### config.mk
export PLATFORM = sky130hd
export DESIGN_NAME = ssc_channel_logic
export DESIGN_NICKNAME = d
export VERILOG_FILES = /design/src/rtl/ssc_pkg.sv /design/src/rtl/ssc_plaus_if.sv /design/src/rtl/ssc_plaus.sv /design/src/rtl/ssc_channel_logic.sv
export VERILOG_INCLUDE_DIRS = /design/src /design/src/rtl
export SDC_FILE = /design/constraint.sdc
export NUM_CORES = 1
export LEC_CHECK = 0
export ABC_AREA = 0
export CAP_MARGIN = 5
export CORE_UTILIZATION = 60
export DETAILED_ROUTE_END_ITERATION = 8
export DONT_BUFFER_PORTS = 1
export PLACE_DENSITY_LB_ADDON = 0.05
export SLEW_MARGIN = 20
export SYNTH_ARGS = -nofsm -noshare
export SYNTH_HDL_FRONTEND = slang
export SYNTH_SLANG_ARGS = --single-unit
### constraint.sdc
create_clock -name i_clk_sys -period 3.5 [get_ports i_clk_sys]
set_input_delay 0.525 -clock i_clk_sys [delete_from_list [all_inputs] [get_ports i_clk_sys]]
set_output_delay 0.525 -clock i_clk_sys [all_outputs]
set_load 0.1 [all_outputs]
### src/rtl/ssc_consts.svh
`ifndef SSC_CONSTS_SVH
`define SSC_CONSTS_SVH

// clock
`define SSC_CLK_PERIOD_NS 8

// register byte offsets
`define SSC_REG_CTRL 8'h00
`define SSC_REG_STATUS 8'h04
`define SSC_REG_SERIAL 8'h08
`define SSC_REG_TEACH 8'h0c
`define SSC_REG_NAME 8'h10
`define SSC_REG_ACTION 8'h14
`define SSC_REG_DIAGCNT 8'h18

// field positions
`define SSC_CTRL_ADDR_LSB 0
`define SSC_STAT_FB_BIT 8
`define SSC_STAT_REFRESH_BIT 9
`define SSC_ACTION_REFRESH_BIT 0

// reset values
`define SSC_TEACH_RST 4'h8
`define SSC_SERIAL_RST 32'h0000_0000
`define SSC_NAME_RST 32'h0000_0000

// axi responses
`define SSC_RESP_OKAY 2'h0
`define SSC_RESP_SLVERR 2'h2

// chain and diagnostic commands
`define SSC_CHAIN_MAX 16
`define SSC_CMD_STATUS 4'h1
`define SSC_CMD_SERIAL 4'h2
`define SSC_CMD_TEACH 4'h3
`define SSC_CMD_NAME 4'h4

// timing
`define SSC_DIAG_BIT_NS 8000
`define SSC_DIAG_BIT_CYC (`SSC_DIAG_BIT_NS / `SSC_CLK_PERIOD_NS)
`define SSC_DIAG_FRAME_BITS 6'h21
`define SSC_FLASH_HALF_MS 250

`endif

### src/rtl/ssc_pkg.sv
package ssc_pkg;

    typedef enum logic [1:0] {
        PL_NORMAL = 2'b00,
        PL_UNEQ = 2'b01,
        PL_LOCK = 2'b10
    } ssc_pl_e;

    typedef enum logic [1:0] {
        DG_IDLE = 2'b00,
        DG_RX = 2'b01,
        DG_TX = 2'b10
    } ssc_dg_e;

    typedef struct packed {
        ssc_pl_e st;
        logic fell1;
        logic pa;
        logic pb;
        logic blk1;
        logic blk2;
        logic unequal;
        logic locked;
    } ssc_pl_s;

    typedef struct packed {
        logic [1:0] s1;
        logic [1:0] s2;
        logic [1:0] sact;
        logic [1:0] sfb;
        logic [1:0] sdi;
        logic out1;
        logic out2;
        logic sig;
        logic led;
        logic [24:0] flash_cnt;
        logic flash;
        logic aw_have;
        logic [7:0] aw_addr;
        logic w_have;
        logic [31:0] w_data;
        logic [3:0] w_strb;
        logic awready;
        logic wready;
        logic bvalid;
        logic [1:0] bresp;
        logic arready;
        logic rvalid;
        logic [1:0] rresp;
        logic [31:0] rdata;
        logic [3:0] addr;
        logic [31:0] serial;
        logic [3:0] teach;
        logic [31:0] name;
        logic refresh;
        logic [15:0] served;
        ssc_dg_e dstate;
        logic [10:0] bcnt;
        logic [5:0] nbit;
        logic [7:0] rx;
        logic [32:0] tx;
    } ssc_top_s;

endpackage

### src/rtl/ssc_plaus_if.sv
`timescale 1ns/1ps
interface ssc_plaus_if;
    logic ch1;
    logic ch2;
    logic blk1;
    logic blk2;
    logic unequal;
    logic locked;

    modport top (output ch1, output ch2,
                 input blk1, input blk2, input unequal, input locked);
    modport mon (input ch1, input ch2,
                 output blk1, output blk2, output unequal, output locked);
endinterface

### src/rtl/ssc_plaus.sv
`timescale 1ns/1ps
module ssc_plaus
    import ssc_pkg::*;
(
    // clock and reset
    input wire logic i_clk_sys,
    input wire logic i_reset_n,
    // synchronised inputs and verdict
    ssc_plaus_if.mon pl
);

    ssc_pl_s q_reg;
    ssc_pl_s q_next;

    always_comb begin
        q_next = q_reg;
        q_next.pa = pl.ch1;
        q_next.pb = pl.ch2;
        case (q_reg.st)
            PL_NORMAL: begin
                // only a fall from both-high counts as unequal
                if (q_reg.pa && q_reg.pb && (pl.ch1 ^ pl.ch2)) begin
                    q_next.st = PL_UNEQ;
                    q_next.fell1 = !pl.ch1;
                end
            end
            PL_UNEQ: begin
                if (!pl.ch1 && !pl.ch2) begin
                    q_next.st = PL_NORMAL;
                end else if (pl.ch1 && pl.ch2) begin
                    q_next.st = PL_LOCK;
                end
            end
            PL_LOCK: begin
                if (!pl.ch1 && !pl.ch2) begin
                    q_next.st = PL_NORMAL;
                end
            end
            default: begin
                q_next.st = PL_NORMAL;
            end
        endcase
        q_next.unequal = (q_next.st == PL_UNEQ);
        q_next.locked = (q_next.st == PL_LOCK);
        // the channel that fell stays blocked until both go low
        q_next.blk1 = (q_next.st != PL_NORMAL) && q_next.fell1;
        q_next.blk2 = (q_next.st != PL_NORMAL) && !q_next.fell1;
    end

    always_ff @(posedge i_clk_sys or negedge i_reset_n) begin
        if (!i_reset_n) begin
            q_reg <= '0;
        end else begin
            q_reg <= q_next;
        end
    end

    assign pl.blk1 = q_reg.blk1;
    assign pl.blk2 = q_reg.blk2;
    assign pl.unequal = q_reg.unequal;
    assign pl.locked = q_reg.locked;
endmodule

### src/rtl/ssc_channel_logic.sv
// The register addresses and the AXI4-Lite register port were decided locally.
`timescale 1ns/1ps
`include "ssc_consts.svh"
module ssc_channel_logic
    import ssc_pkg::*;
#(
    parameter int unsigned FLASH_HALF_CYCLES =
        (`SSC_FLASH_HALF_MS * 1000000) / `SSC_CLK_PERIOD_NS
) (
    // clock and reset
    input wire logic i_clk_sys,
    input wire logic i_reset_n,
    // axi4-lite register slave
    input wire logic [7:0] i_axi_awaddr,
    input wire logic i_axi_awvalid,
    output logic o_axi_awready,
    input wire logic [31:0] i_axi_wdata,
    input wire logic [3:0] i_axi_wstrb,
    input wire logic i_axi_wvalid,
    output logic o_axi_wready,
    output logic [1:0] o_axi_bresp,
    output logic o_axi_bvalid,
    input wire logic i_axi_bready,
    input wire logic [7:0] i_axi_araddr,
    input wire logic i_axi_arvalid,
    output logic o_axi_arready,
    output logic [31:0] o_axi_rdata,
    output logic [1:0] o_axi_rresp,
    output logic o_axi_rvalid,
    input wire logic i_axi_rready,
    // switch inputs
    input wire logic i_actuator_present,
    input wire logic i_safety_input_ch1,
    input wire logic i_safety_input_ch2,
    input wire logic i_fieldbus_present,
    input wire logic i_diag_input,
    // switch outputs
    output logic o_safety_out_ch1,
    output logic o_safety_out_ch2,
    output logic o_signal_diag_output,
    output logic o_input_led
);

    localparam logic [24:0] FLASH_LAST = 25'(FLASH_HALF_CYCLES - 1);
    localparam logic [10:0] BIT_LAST = 11'(`SSC_DIAG_BIT_CYC - 1);
    localparam logic [10:0] FIRST_LAST =
        11'(`SSC_DIAG_BIT_CYC + (`SSC_DIAG_BIT_CYC / 2) - 1);

    ssc_top_s q_reg;
    ssc_top_s q_next;
    ssc_plaus_if pl ();

    ssc_plaus u_plaus (
        .i_clk_sys(i_clk_sys),
        .i_reset_n(i_reset_n),
        .pl(pl.mon)
    );

    assign pl.ch1 = q_reg.s1[1];
    assign pl.ch2 = q_reg.s2[1];

    function automatic logic [31:0] merge(input logic [31:0] old_v,
                                          input logic [31:0] new_v,
                                          input logic [3:0] strb);
        logic [31:0] r;
        r = old_v;
        for (int i = 0; i < 4; i++) begin
            if (strb[i]) begin
                r[8*i +: 8] = new_v[8*i +: 8];
            end
        end
        return r;
    endfunction

    always_comb begin
        logic [7:0] stat;
        logic [7:0] byte_in;
        logic [31:0] wd;
        logic [31:0] rd;
        logic rerr;
        logic ref_set;
        stat = {1'b0, pl.locked, pl.unequal, q_reg.s2[1], q_reg.s1[1],
                q_reg.out2, q_reg.out1, q_reg.sact[1]};
        byte_in = {q_reg.sdi[1], q_reg.rx[7:1]};
        wd = 32'h0000_0000;
        rd = 32'h0000_0000;
        rerr = 1'b0;
        ref_set = 1'b0;
        q_next = q_reg;

        // two-stage synchronisers; stage 0 feeds stage 1 only
        q_next.s1 = {q_reg.s1[0], i_safety_input_ch1};
        q_next.s2 = {q_reg.s2[0], i_safety_input_ch2};
        q_next.sact = {q_reg.sact[0], i_actuator_present};
        q_next.sfb = {q_reg.sfb[0], i_fieldbus_present};
        q_next.sdi = {q_reg.sdi[0], i_diag_input};

        if (q_reg.flash_cnt == FLASH_LAST) begin
            q_next.flash_cnt = 25'h0;
            q_next.flash = !q_reg.flash;
        end else begin
            q_next.flash_cnt = q_reg.flash_cnt + 25'h1;
        end

        // an absent actuator forces the safe state
        q_next.out1 = q_reg.sact[1] && q_reg.s1[1] && !pl.blk1;
        q_next.out2 = q_reg.sact[1] && q_reg.s2[1] && !pl.blk2;
        if (pl.unequal || pl.locked) begin
            q_next.led = q_reg.flash;
        end else begin
            q_next.led = q_reg.s1[1] && q_reg.s2[1];
        end

        // diagnostic link; state restarts at idle after every reset
        case (q_reg.dstate)
            DG_IDLE: begin
                if (!q_reg.sdi[1]) begin
                    q_next.dstate = DG_RX;
                    q_next.bcnt = FIRST_LAST;
                    q_next.nbit = 6'h0;
                end
            end
            DG_RX: begin
                if (q_reg.bcnt != 11'h0) begin
                    q_next.bcnt = q_reg.bcnt - 11'h1;
                end else if (q_reg.nbit != 6'h7) begin
                    q_next.rx = byte_in;
                    q_next.nbit = q_reg.nbit + 6'h1;
                    q_next.bcnt = BIT_LAST;
                end else begin
                    q_next.rx = byte_in;
                    q_next.dstate = DG_IDLE;
                    q_next.bcnt = BIT_LAST;
                    q_next.nbit = 6'h0;
                    // upper nibble picks one of the chained sensors
                    if (byte_in[7:4] == q_reg.addr) begin
                        q_next.dstate = DG_TX;
                        case (byte_in[3:0])
                            `SSC_CMD_STATUS: q_next.tx = {24'h0, stat, 1'b0};
                            `SSC_CMD_SERIAL: q_next.tx = {q_reg.serial, 1'b0};
                            `SSC_CMD_TEACH: q_next.tx = {28'h0, q_reg.teach, 1'b0};
                            `SSC_CMD_NAME: begin
                                q_next.tx = {q_reg.name, 1'b0};
                                q_next.refresh = 1'b1;
                                ref_set = 1'b1;
                            end
                            default: q_next.dstate = DG_IDLE;
                        endcase
                    end
                end
            end
            DG_TX: begin
                if (q_reg.bcnt != 11'h0) begin
                    q_next.bcnt = q_reg.bcnt - 11'h1;
                end else begin
                    q_next.tx = {1'b1, q_reg.tx[32:1]};
                    q_next.nbit = q_reg.nbit + 6'h1;
                    q_next.bcnt = BIT_LAST;
                    if (q_reg.nbit == `SSC_DIAG_FRAME_BITS) begin
                        q_next.dstate = DG_IDLE;
                        q_next.served = q_reg.served + 16'h1;
                    end
                end
            end
            default: begin
                q_next.dstate = DG_IDLE;
            end
        endcase
        // losing the module drops any frame in flight
        if (!q_reg.sfb[1]) begin
            q_next.dstate = DG_IDLE;
            q_next.rx = q_reg.rx;
        end

        if (!q_reg.sfb[1]) begin
            q_next.sig = q_reg.sact[1];
        end else if (q_reg.dstate == DG_TX) begin
            q_next.sig = q_reg.tx[0];
        end else begin
            q_next.sig = 1'b1;
        end

        // write path: address and data may arrive in either order
        if (q_reg.bvalid && i_axi_bready) begin
            q_next.bvalid = 1'b0;
        end
        if (i_axi_awvalid && q_reg.awready) begin
            q_next.aw_have = 1'b1;
            q_next.aw_addr = i_axi_awaddr;
        end
        if (i_axi_wvalid && q_reg.wready) begin
            q_next.w_have = 1'b1;
            q_next.w_data = i_axi_wdata;
            q_next.w_strb = i_axi_wstrb;
        end
        if (q_next.aw_have && q_next.w_have && !q_reg.bvalid) begin
            q_next.aw_have = 1'b0;
            q_next.w_have = 1'b0;
            q_next.bvalid = 1'b1;
            q_next.bresp = `SSC_RESP_OKAY;
            wd = q_next.w_data;
            case ({q_next.aw_addr[7:2], 2'b00})
                `SSC_REG_CTRL: begin
                    if (q_next.w_strb[0]) begin
                        q_next.addr = wd[`SSC_CTRL_ADDR_LSB +: 4];
                    end
                end
                `SSC_REG_SERIAL: begin
                    q_next.serial = merge(q_reg.serial, wd, q_next.w_strb);
                end
                `SSC_REG_TEACH: begin
                    if (q_next.w_strb[0]) begin
                        q_next.teach = wd[3:0];
                    end
                end
                `SSC_REG_NAME: begin
                    q_next.name = merge(q_reg.name, wd, q_next.w_strb);
                end
                `SSC_REG_ACTION: begin
                    // a request landing in the clearing cycle survives
                    if (q_next.w_strb[0] && wd[`SSC_ACTION_REFRESH_BIT]
                        && !ref_set) begin
                        q_next.refresh = 1'b0;
                    end
                end
                `SSC_REG_STATUS, `SSC_REG_DIAGCNT: begin
                    q_next.bresp = `SSC_RESP_OKAY;
                end
                default: q_next.bresp = `SSC_RESP_SLVERR;
            endcase
        end
        q_next.awready = !q_next.aw_have && !q_next.bvalid;
        q_next.wready = !q_next.w_have && !q_next.bvalid;

        // read path: one read in flight
        if (q_reg.rvalid && i_axi_rready) begin
            q_next.rvalid = 1'b0;
        end
        if (i_axi_arvalid && q_reg.arready) begin
            case ({i_axi_araddr[7:2], 2'b00})
                `SSC_REG_CTRL: rd = {28'h0, q_reg.addr};
                `SSC_REG_STATUS: begin
                    rd = {22'h0, q_reg.refresh, q_reg.sfb[1], stat};
                end
                `SSC_REG_SERIAL: rd = q_reg.serial;
                `SSC_REG_TEACH: rd = {28'h0, q_reg.teach};
                `SSC_REG_NAME: rd = q_reg.name;
                `SSC_REG_ACTION: rd = {31'h0, q_reg.refresh};
                `SSC_REG_DIAGCNT: rd = {16'h0, q_reg.served};
                default: rerr = 1'b1;
            endcase
            q_next.rvalid = 1'b1;
            q_next.rdata = rd;
            q_next.rresp = rerr ? `SSC_RESP_SLVERR : `SSC_RESP_OKAY;
        end
        q_next.arready = !q_next.rvalid;
    end

    always_ff @(posedge i_clk_sys or negedge i_reset_n) begin
        if (!i_reset_n) begin
            q_reg <= '0;
            q_reg.sdi <= 2'b11;
            q_reg.teach <= `SSC_TEACH_RST;
            q_reg.serial <= `SSC_SERIAL_RST;
            q_reg.name <= `SSC_NAME_RST;
        end else begin
            q_reg <= q_next;
        end
    end

    assign o_axi_awready = q_reg.awready;
    assign o_axi_wready = q_reg.wready;
    assign o_axi_bvalid = q_reg.bvalid;
    assign o_axi_bresp = q_reg.bresp;
    assign o_axi_arready = q_reg.arready;
    assign o_axi_rvalid = q_reg.rvalid;
    assign o_axi_rdata = q_reg.rdata;
    assign o_axi_rresp = q_reg.rresp;
    assign o_safety_out_ch1 = q_reg.out1;
    assign o_safety_out_ch2 = q_reg.out2;
    assign o_signal_diag_output = q_reg.sig;
    assign o_input_led = q_reg.led;
endmodule

==> results.md, run 1 <==
* Status: finished with violations
* Violated checks: hold timing
* Cell Area, Synth at 12900 um2
* Slew headroom at 0.320
* Initial antenna violation count at 2
* Multi-input logic area at 5340 um2
* Post-synth ARST share at 1.00
* Row cnt at 53
* # fillers at 1651
* Slew Limit Fails at 0
* Drt drc at 0
* CTS resizes at 0
* Fin util at 0.663
* Synth area leaders: dfrtp_1 (54%), mux2_2 (10%), nor2_1 (2.8%)
* Die width at 149 um
* Synth area leader: dfrtp_1
* Number of port buffers at 0
* CP max-delay cell: o21ai_0
* Share of layout cells above drive strength 1 at 0.201
* Final Cell Area at 13900 um2
* FF+latch area at 7010 um2
* H-tree lvl count at 1
* Nets at 1178
* CTS sink cnt at 280
* IO Pins at 109
* #FFs+latches synth at 280
* Root buffer cell: clkbuf_16
* Critical path required time at 3.92 ns
* First-pass GRT wire length at 44900 um
* Synthesized netlist cell count at 1136
* GRT overflow at 0
* Period minus WS final at 2.62 ns
* Syn. warnings at 0
* CTS clk-pin slew, worst paths at 0.06 ns
* Buf+Inv Stages, Crit Path at 2
* DIE HEIGHT at 149 um
* Antenna Violating Nets Remaining at 0
* Largest register FFs at 221
* CTS tree: yes
* Final period utilization at 0.750
* Final setup viols at 0
* Worst Skew at 0.00864 ns
* Crit path max fanout at 46
* Arrival @ worst endpoint at 3.05 ns
* Fin. Hold Viols at 277
* Worst-Margin Slew at 1.02 ns
* RSZ-0062 raised after global routing: false
* Crit end category: flop
* Worst-path cell chain: inv_1 -> ha_2 -> buf_4 -> nor2_1 -> o21ai_0 -> o21ai_0 -> a32o_1
* Vias in the first global route at 8410
* Setup Crit Path Kind: flop to flop
* Min-Delay Path Class: input pin to async pin
* Commonest non-fill, non-tap cell in the layout: dfrtp_1
* DP Area at 12900 um2
* Drt total wl at 27300 um
* Leak pwr at 6.12 nW
* Layout area overhead at 8.21%
* Setup crit start kind: flop
* Reg2Reg Depth at 7
* Proportion of netlist area held by the largest area contributor at 0.538
* Vias/cell at 6.12
* Total GRT Usage at 0.256
* Clk buf depth at 3
* Final TNS setup at 0 ns
* Crit path largest cell delay at 0.60 ns
* Detailed Routing Iterations Pass 1 at 7
* DPL Wire Length at 18100 um
* EDFF count, synth at 0
* Leading cell types in the layout, fill and taps excluded: dfrtp_1 (277), mux2_2 (120), nor2_1 (97), nand2_1 (85), o21ai_0 (56)
* Vias at 8565
* Gpl congestion at 0.824
* Max_cap viols at 0
* Clock Latency Late Sink at 0.54 ns
* Crit path max-delay family: compound AO/OA/AOI/OAI gates
* Iter 0 DRT Violations at 582
* Core area at 21000 um2
* Yosys cell types at 69
* Synth Flop Type: dfrtp_1
* Initial core utilization at 0.613
* Largest net degree at the start of global routing at 281
* Hold_ws at -0.317 ns
* CP Depth at 7
* Fmax at 381 MHz
* Hold_buf cts at 5
* Syn_area_per_cell at 11.3 um2
* Peak VDD IR at 717 uV
* Wire per inst at 19.5 um
* Die ar. at 22100 um2
* Setup Fix Bufs, Post-CTS at 0
* Share of the yosys chip area belonging to registers at 0.544
* Critical Path Most Common Cell: o21ai_0
* PD cells at 691 nW/um2
* CTS buffer count at 29
-- power by group --
group          leakage, nW  internal, mW  switching [mW]
sequential            3.64          3.90            1.04
clock                0.464          1.80            1.21
combinational         2.02         0.749           0.936
-- worst register-to-register path, stage by stage (launching register included) --
cell     delay (ns)
dfrtp_1        0.39
inv_1          0.12
ha_2           0.20
buf_4          0.45
nor2_1         0.29
o21ai_0        0.60
o21ai_0        0.20
a32o_1         0.27
-- cell type report --
cell class,instances,share of cell area
Sequential cell,280,0.503
Tap cell,275,0.0247
Antenna cell,2,0.000359
Inverter,24,0.00646
Clock buffer,46,0.0638
Multi-Input combinational cell,740,0.383
Timing Repair Buffer,27,0.0154
Clock inverter,5,0.00377
-- logic make-up (layout without fill, tap and decap cells) --
group,Yosys count,count (layout),share of synthesized area
compound gates,222,222,0.122
xor+xnor,41,41,0.0279
fa+ha+maj,12,12,0.0116
buf+inv,117,102,0.0450
flops,280,280,0.544
mux,142,142,0.123
other cells,1,4,0.000291
simple gates,321,321,0.126
-- routing by layer --
layer	up-vias	wire length (um)	track usage
met5	-	26	0
met4	4	503	0.0593
met3	44	1940	0.0610
met1	4294	12300	0.368
li1	4005	-	-
met2	218	12500	0.394
-- cell usage after synthesis, types with 8 or more instances --
library cell and count:
dfrtp_1 277, mux2_2 120, nor2_1 97, nand2_1 86, o21ai_0 56, clkbuf_1 49
a22oi_1 38, buf_4 36, a22o_1 25, nand3_1 25, inv_1 24, a21oi_1 22
xnor2_1 22, mux2i_1 21, a221oi_1 19, nor3_1 19, xor2_1 19, a31oi_1 15
nand4_1 14, ha_1 12, nand2b_1 8, or2_2 8
-- worst paths after layout --
kind,slack (ns),startpoint,endpoint
hold reg to reg,0.35,q_next[275],pl.ch1
setup / recovery,0.88,q_reg[58],q_reg[43]
setup reg to reg,0.88,q_reg[58],q_reg[43]
min in group i_clk_sys,0.14,i_axi_awaddr[4],q_reg[231]
max in group asynchronous,3.32,i_reset_n,q_reg[267]
hold / removal,-0.32,i_reset_n,q_reg[41]
-- stage by stage --
stage / power, mW / hold WS (ns) / setup WS (ns) / std cells
global route: 10.1 / -0.335 / 0.566 / 1397
finish: 9.64 / -0.317 / 0.876 / 1399
detailed placement: 6.67 / 0.238 / 0.903 / 1341
CTS: 9.70 / -0.336 / 0.892 / 1397
floorplan: 6.30 / 0.229 / 0.647 / 1137
global placement: 6.60 / 0.237 / 0.913 / 1341
No activity file was read; power rests on OpenSTA's default activity.
==> run 2: changes to the inputs <==
CORE_UTILIZATION = 58   (was 60)
clock period = 2.2 ns   (was 3.5 ns; I/O delays follow)
==> run 2 against run 1 <==
The flow finishes with violations (hold timing, setup timing); sequential share of layout area down 4.6 points; flip-flop and latch count unchanged; sequential power up 39%; power up 69%; critical path type unchanged; critical endpoint is now q_reg[68]; largest cell class unchanged; largest power group unchanged.
==> results.md, run 2 (same netlist as run 1, synthesis figures left out) <==
* Status: finished with violations (unchanged)
* Violated checks: hold timing, setup timing (was hold timing)
* Share of layout cells above drive strength 1 at 0.270 (was 0.201)
* CTS tree: yes (unchanged)
* CP max-delay cell: or4b_4 (was o21ai_0)
* Setup Crit Path Kind: flop to flop (unchanged)
* Total GRT Usage at 0.253 (was 0.256)
* Drt total wl at 28700 um (was 27300 um)
* DPL Wire Length at 18700 um (was 18100 um)
* Gpl congestion at 0.863 (was 0.824)
* Leading cell types in the layout, fill and taps excluded: dfrtp_1 (274), buf_4 (99), nor2_1 (97), mux2_2 (96), nand2_1 (82) (was dfrtp_1 (277), mux2_2 (120), nor2_1 (97), nand2_1 (85), o21ai_0 (56))
* Final period utilization at 1.03 (was 0.750)
* Iter 0 DRT Violations at 510 (was 582)
* IO Pins at 109 (unchanged)
* Leak pwr at 6.84 nW (was 6.12 nW)
* Hold_buf cts at 47 (was 5)
* Commonest non-fill, non-tap cell in the layout: dfrtp_1 (unchanged)
* Worst-Margin Slew at 0.637 ns (was 1.02 ns)
* H-tree lvl count at 1 (unchanged)
* N_diodes at 0 (was 2)
* Number of port buffers at 0 (unchanged)
* Clk buf depth at 3 (unchanged)
* GRT overflow at 0 (unchanged)
* Largest net degree at the start of global routing at 281 (unchanged)
* Root buffer cell: clkbuf_16 (unchanged)
* Fin. Hold Viols at 280 (was 277)
* CTS buffer count at 29 (unchanged)
* Crit path max fanout at 3 (was 46)
* Final TNS setup at -0.284 ns (was 0 ns)
* Critical Path Most Common Cell: or4b_4 (was o21ai_0)
* Worst-path cell chain: inv_2 -> ha_4 -> or4b_4 -> or4b_4 -> or3_4 -> nor2_4 -> xor2_1 (was inv_1 -> ha_2 -> buf_4 -> nor2_1 -> o21ai_0 -> o21ai_0 -> a32o_1)
* Vias at 9044 (was 8565)
* Core area at 21800 um2 (was 21000 um2)
* Worst Skew at 0.0108 ns (was 0.00864 ns)
* Crit end category: flop (unchanged)
* Slew Limit Fails at 0 (unchanged)
* Detailed Routing Iterations Pass 1 at 5 (was 7)
* Cells after DPL at 1429 (was 1341)
* Peak VDD IR at 1070 uV (was 717 uV)
* Period minus WS final at 2.27 ns (was 2.62 ns)
* PnR Total Power at 16.3 mW (was 9.64 mW)
* Buf+Inv Stages, Crit Path at 1 (was 2)
* CTS clk-pin slew, worst paths at 0.06 ns (about the same)
* Crit path max-delay family: simple AND/OR/NAND/NOR gates (was compound AO/OA/AOI/OAI gates)
* Clock Latency Late Sink at 0.54 ns (about the same)
* Die width at 151 um (was 149 um)
* Wire per inst at 18.7 um (was 19.5 um)
* Hold_ws at -0.515 ns (was -0.317 ns)
* Setup crit start kind: flop (unchanged)
* Initial antenna violation count at 0 (was 2)
* RSZ-0062 raised after global routing: true (was false)
* Fmax at 440 MHz (was 381 MHz)
* Row cnt at 54 (was 53)
* Fin util at 0.704 (was 0.663)
* PD cells at 1060 nW/um2 (was 691 nW/um2)
* Initial core utilization at 0.591 (was 0.613)
* Antenna Violating Nets Remaining at 0 (unchanged)
* Max_cap viols at 0 (unchanged)
* Final WS setup at -0.0717 ns (was 0.876 ns)
* Arrival @ worst endpoint at 2.73 ns (was 3.05 ns)
* Layout Cells excl Fill at 1532 (was 1399)
* Die ar. at 22800 um2 (was 22100 um2)
* Slew headroom at 0.575 (was 0.320)
* Min-Delay Path Class: input pin to async pin (unchanged)
* Place WS at -0.105 ns (was 0.903 ns)
* Vias in the first global route at 8912 (was 8410)
* Critical path required time at 2.66 ns (was 3.92 ns)
* DIE HEIGHT at 151 um (was 149 um)
* Crit path largest cell delay at 0.53 ns (was 0.60 ns)
* Drt drc at 0 (unchanged)
* Vias/cell at 5.90 (was 6.12)
* Nets at 1308 (was 1178)
* Largest register FFs at 221 (unchanged)
* First-pass GRT wire length at 45600 um (was 44900 um)
* Final setup viols at 7 (was 0)
* CTS sink cnt at 280 (unchanged)
* Layout area overhead at 19.3% (was 8.21%)
==> run 2: path summary, 6_finish.rpt <==
check | start | end | slack (ns) | depth (start not counted)
max | q_reg[58] | q_reg[68] | -0.07 | 7
min | i_reset_n | q_reg[49] | -0.51 | 0
max reg2reg | q_reg[58] | q_reg[68] | -0.07 | 7
min reg2reg | q_next[273] | pl.ch2 | 0.35 | 0
max in group asynchronous | i_reset_n | o_axi_awready | 2.20 | 0
min in group i_clk_sys | i_axi_wdata[3] | q_reg[197] | 0.02 | 1
==> run 2: layer usage <==
| metal | track usage | share of wire | vias to the layer above |
|---|---|---|---|
| li1 | - | - | 4252 |
| met4 | 0.0640 | 0.019 | 0 |
| met2 | 0.407 | 0.47 | 243 |
| met5 | 0 | 0 | - |
| met1 | 0.357 | 0.46 | 4509 |
| met3 | 0.0449 | 0.057 | 40 |
==> run 2: what timing repair did <==
action / CTS / global route
hold endpoints to repair: 329 / 280
setup buffers: 3 / 1
gates cloned: 0 / 1
gates resized for setup: 6 / 54
pin swaps: 0 / 7
setup endpoints to repair: 18 / 87
==> run 2: layout make-up <==
type | count | area [um2]
Fill cell | 1607 | 6450
Multi-Input combinational cell | 741 | 5590
Clock inverter | 7 | 110
Inverter | 24 | 90.1
Clock buffer | 44 | 852
Sequential cell | 280 | 7020
Tap cell | 280 | 350
Timing Repair Buffer | 156 | 1360
==> run 2: power by group <==
| group | internal (mW) | leakage, nW | switching (mW) | total [mW] |
|---|---|---|---|---|
| combinational | 1.76 | 2.73 | 2.72 | 4.48 |
| clock | 3.00 | 0.475 | 1.93 | 4.93 |
| sequential | 6.24 | 3.63 | 0.651 | 6.89 |
==> run 2: through the flow <==
stage	hold WS, ns	area, um2
finish	-0.515	15400
global route	-0.531	15400
CTS	-0.526	15100
detailed placement	0.0442	13700
global placement	0.0431	13700
floorplan	0.0344	12900
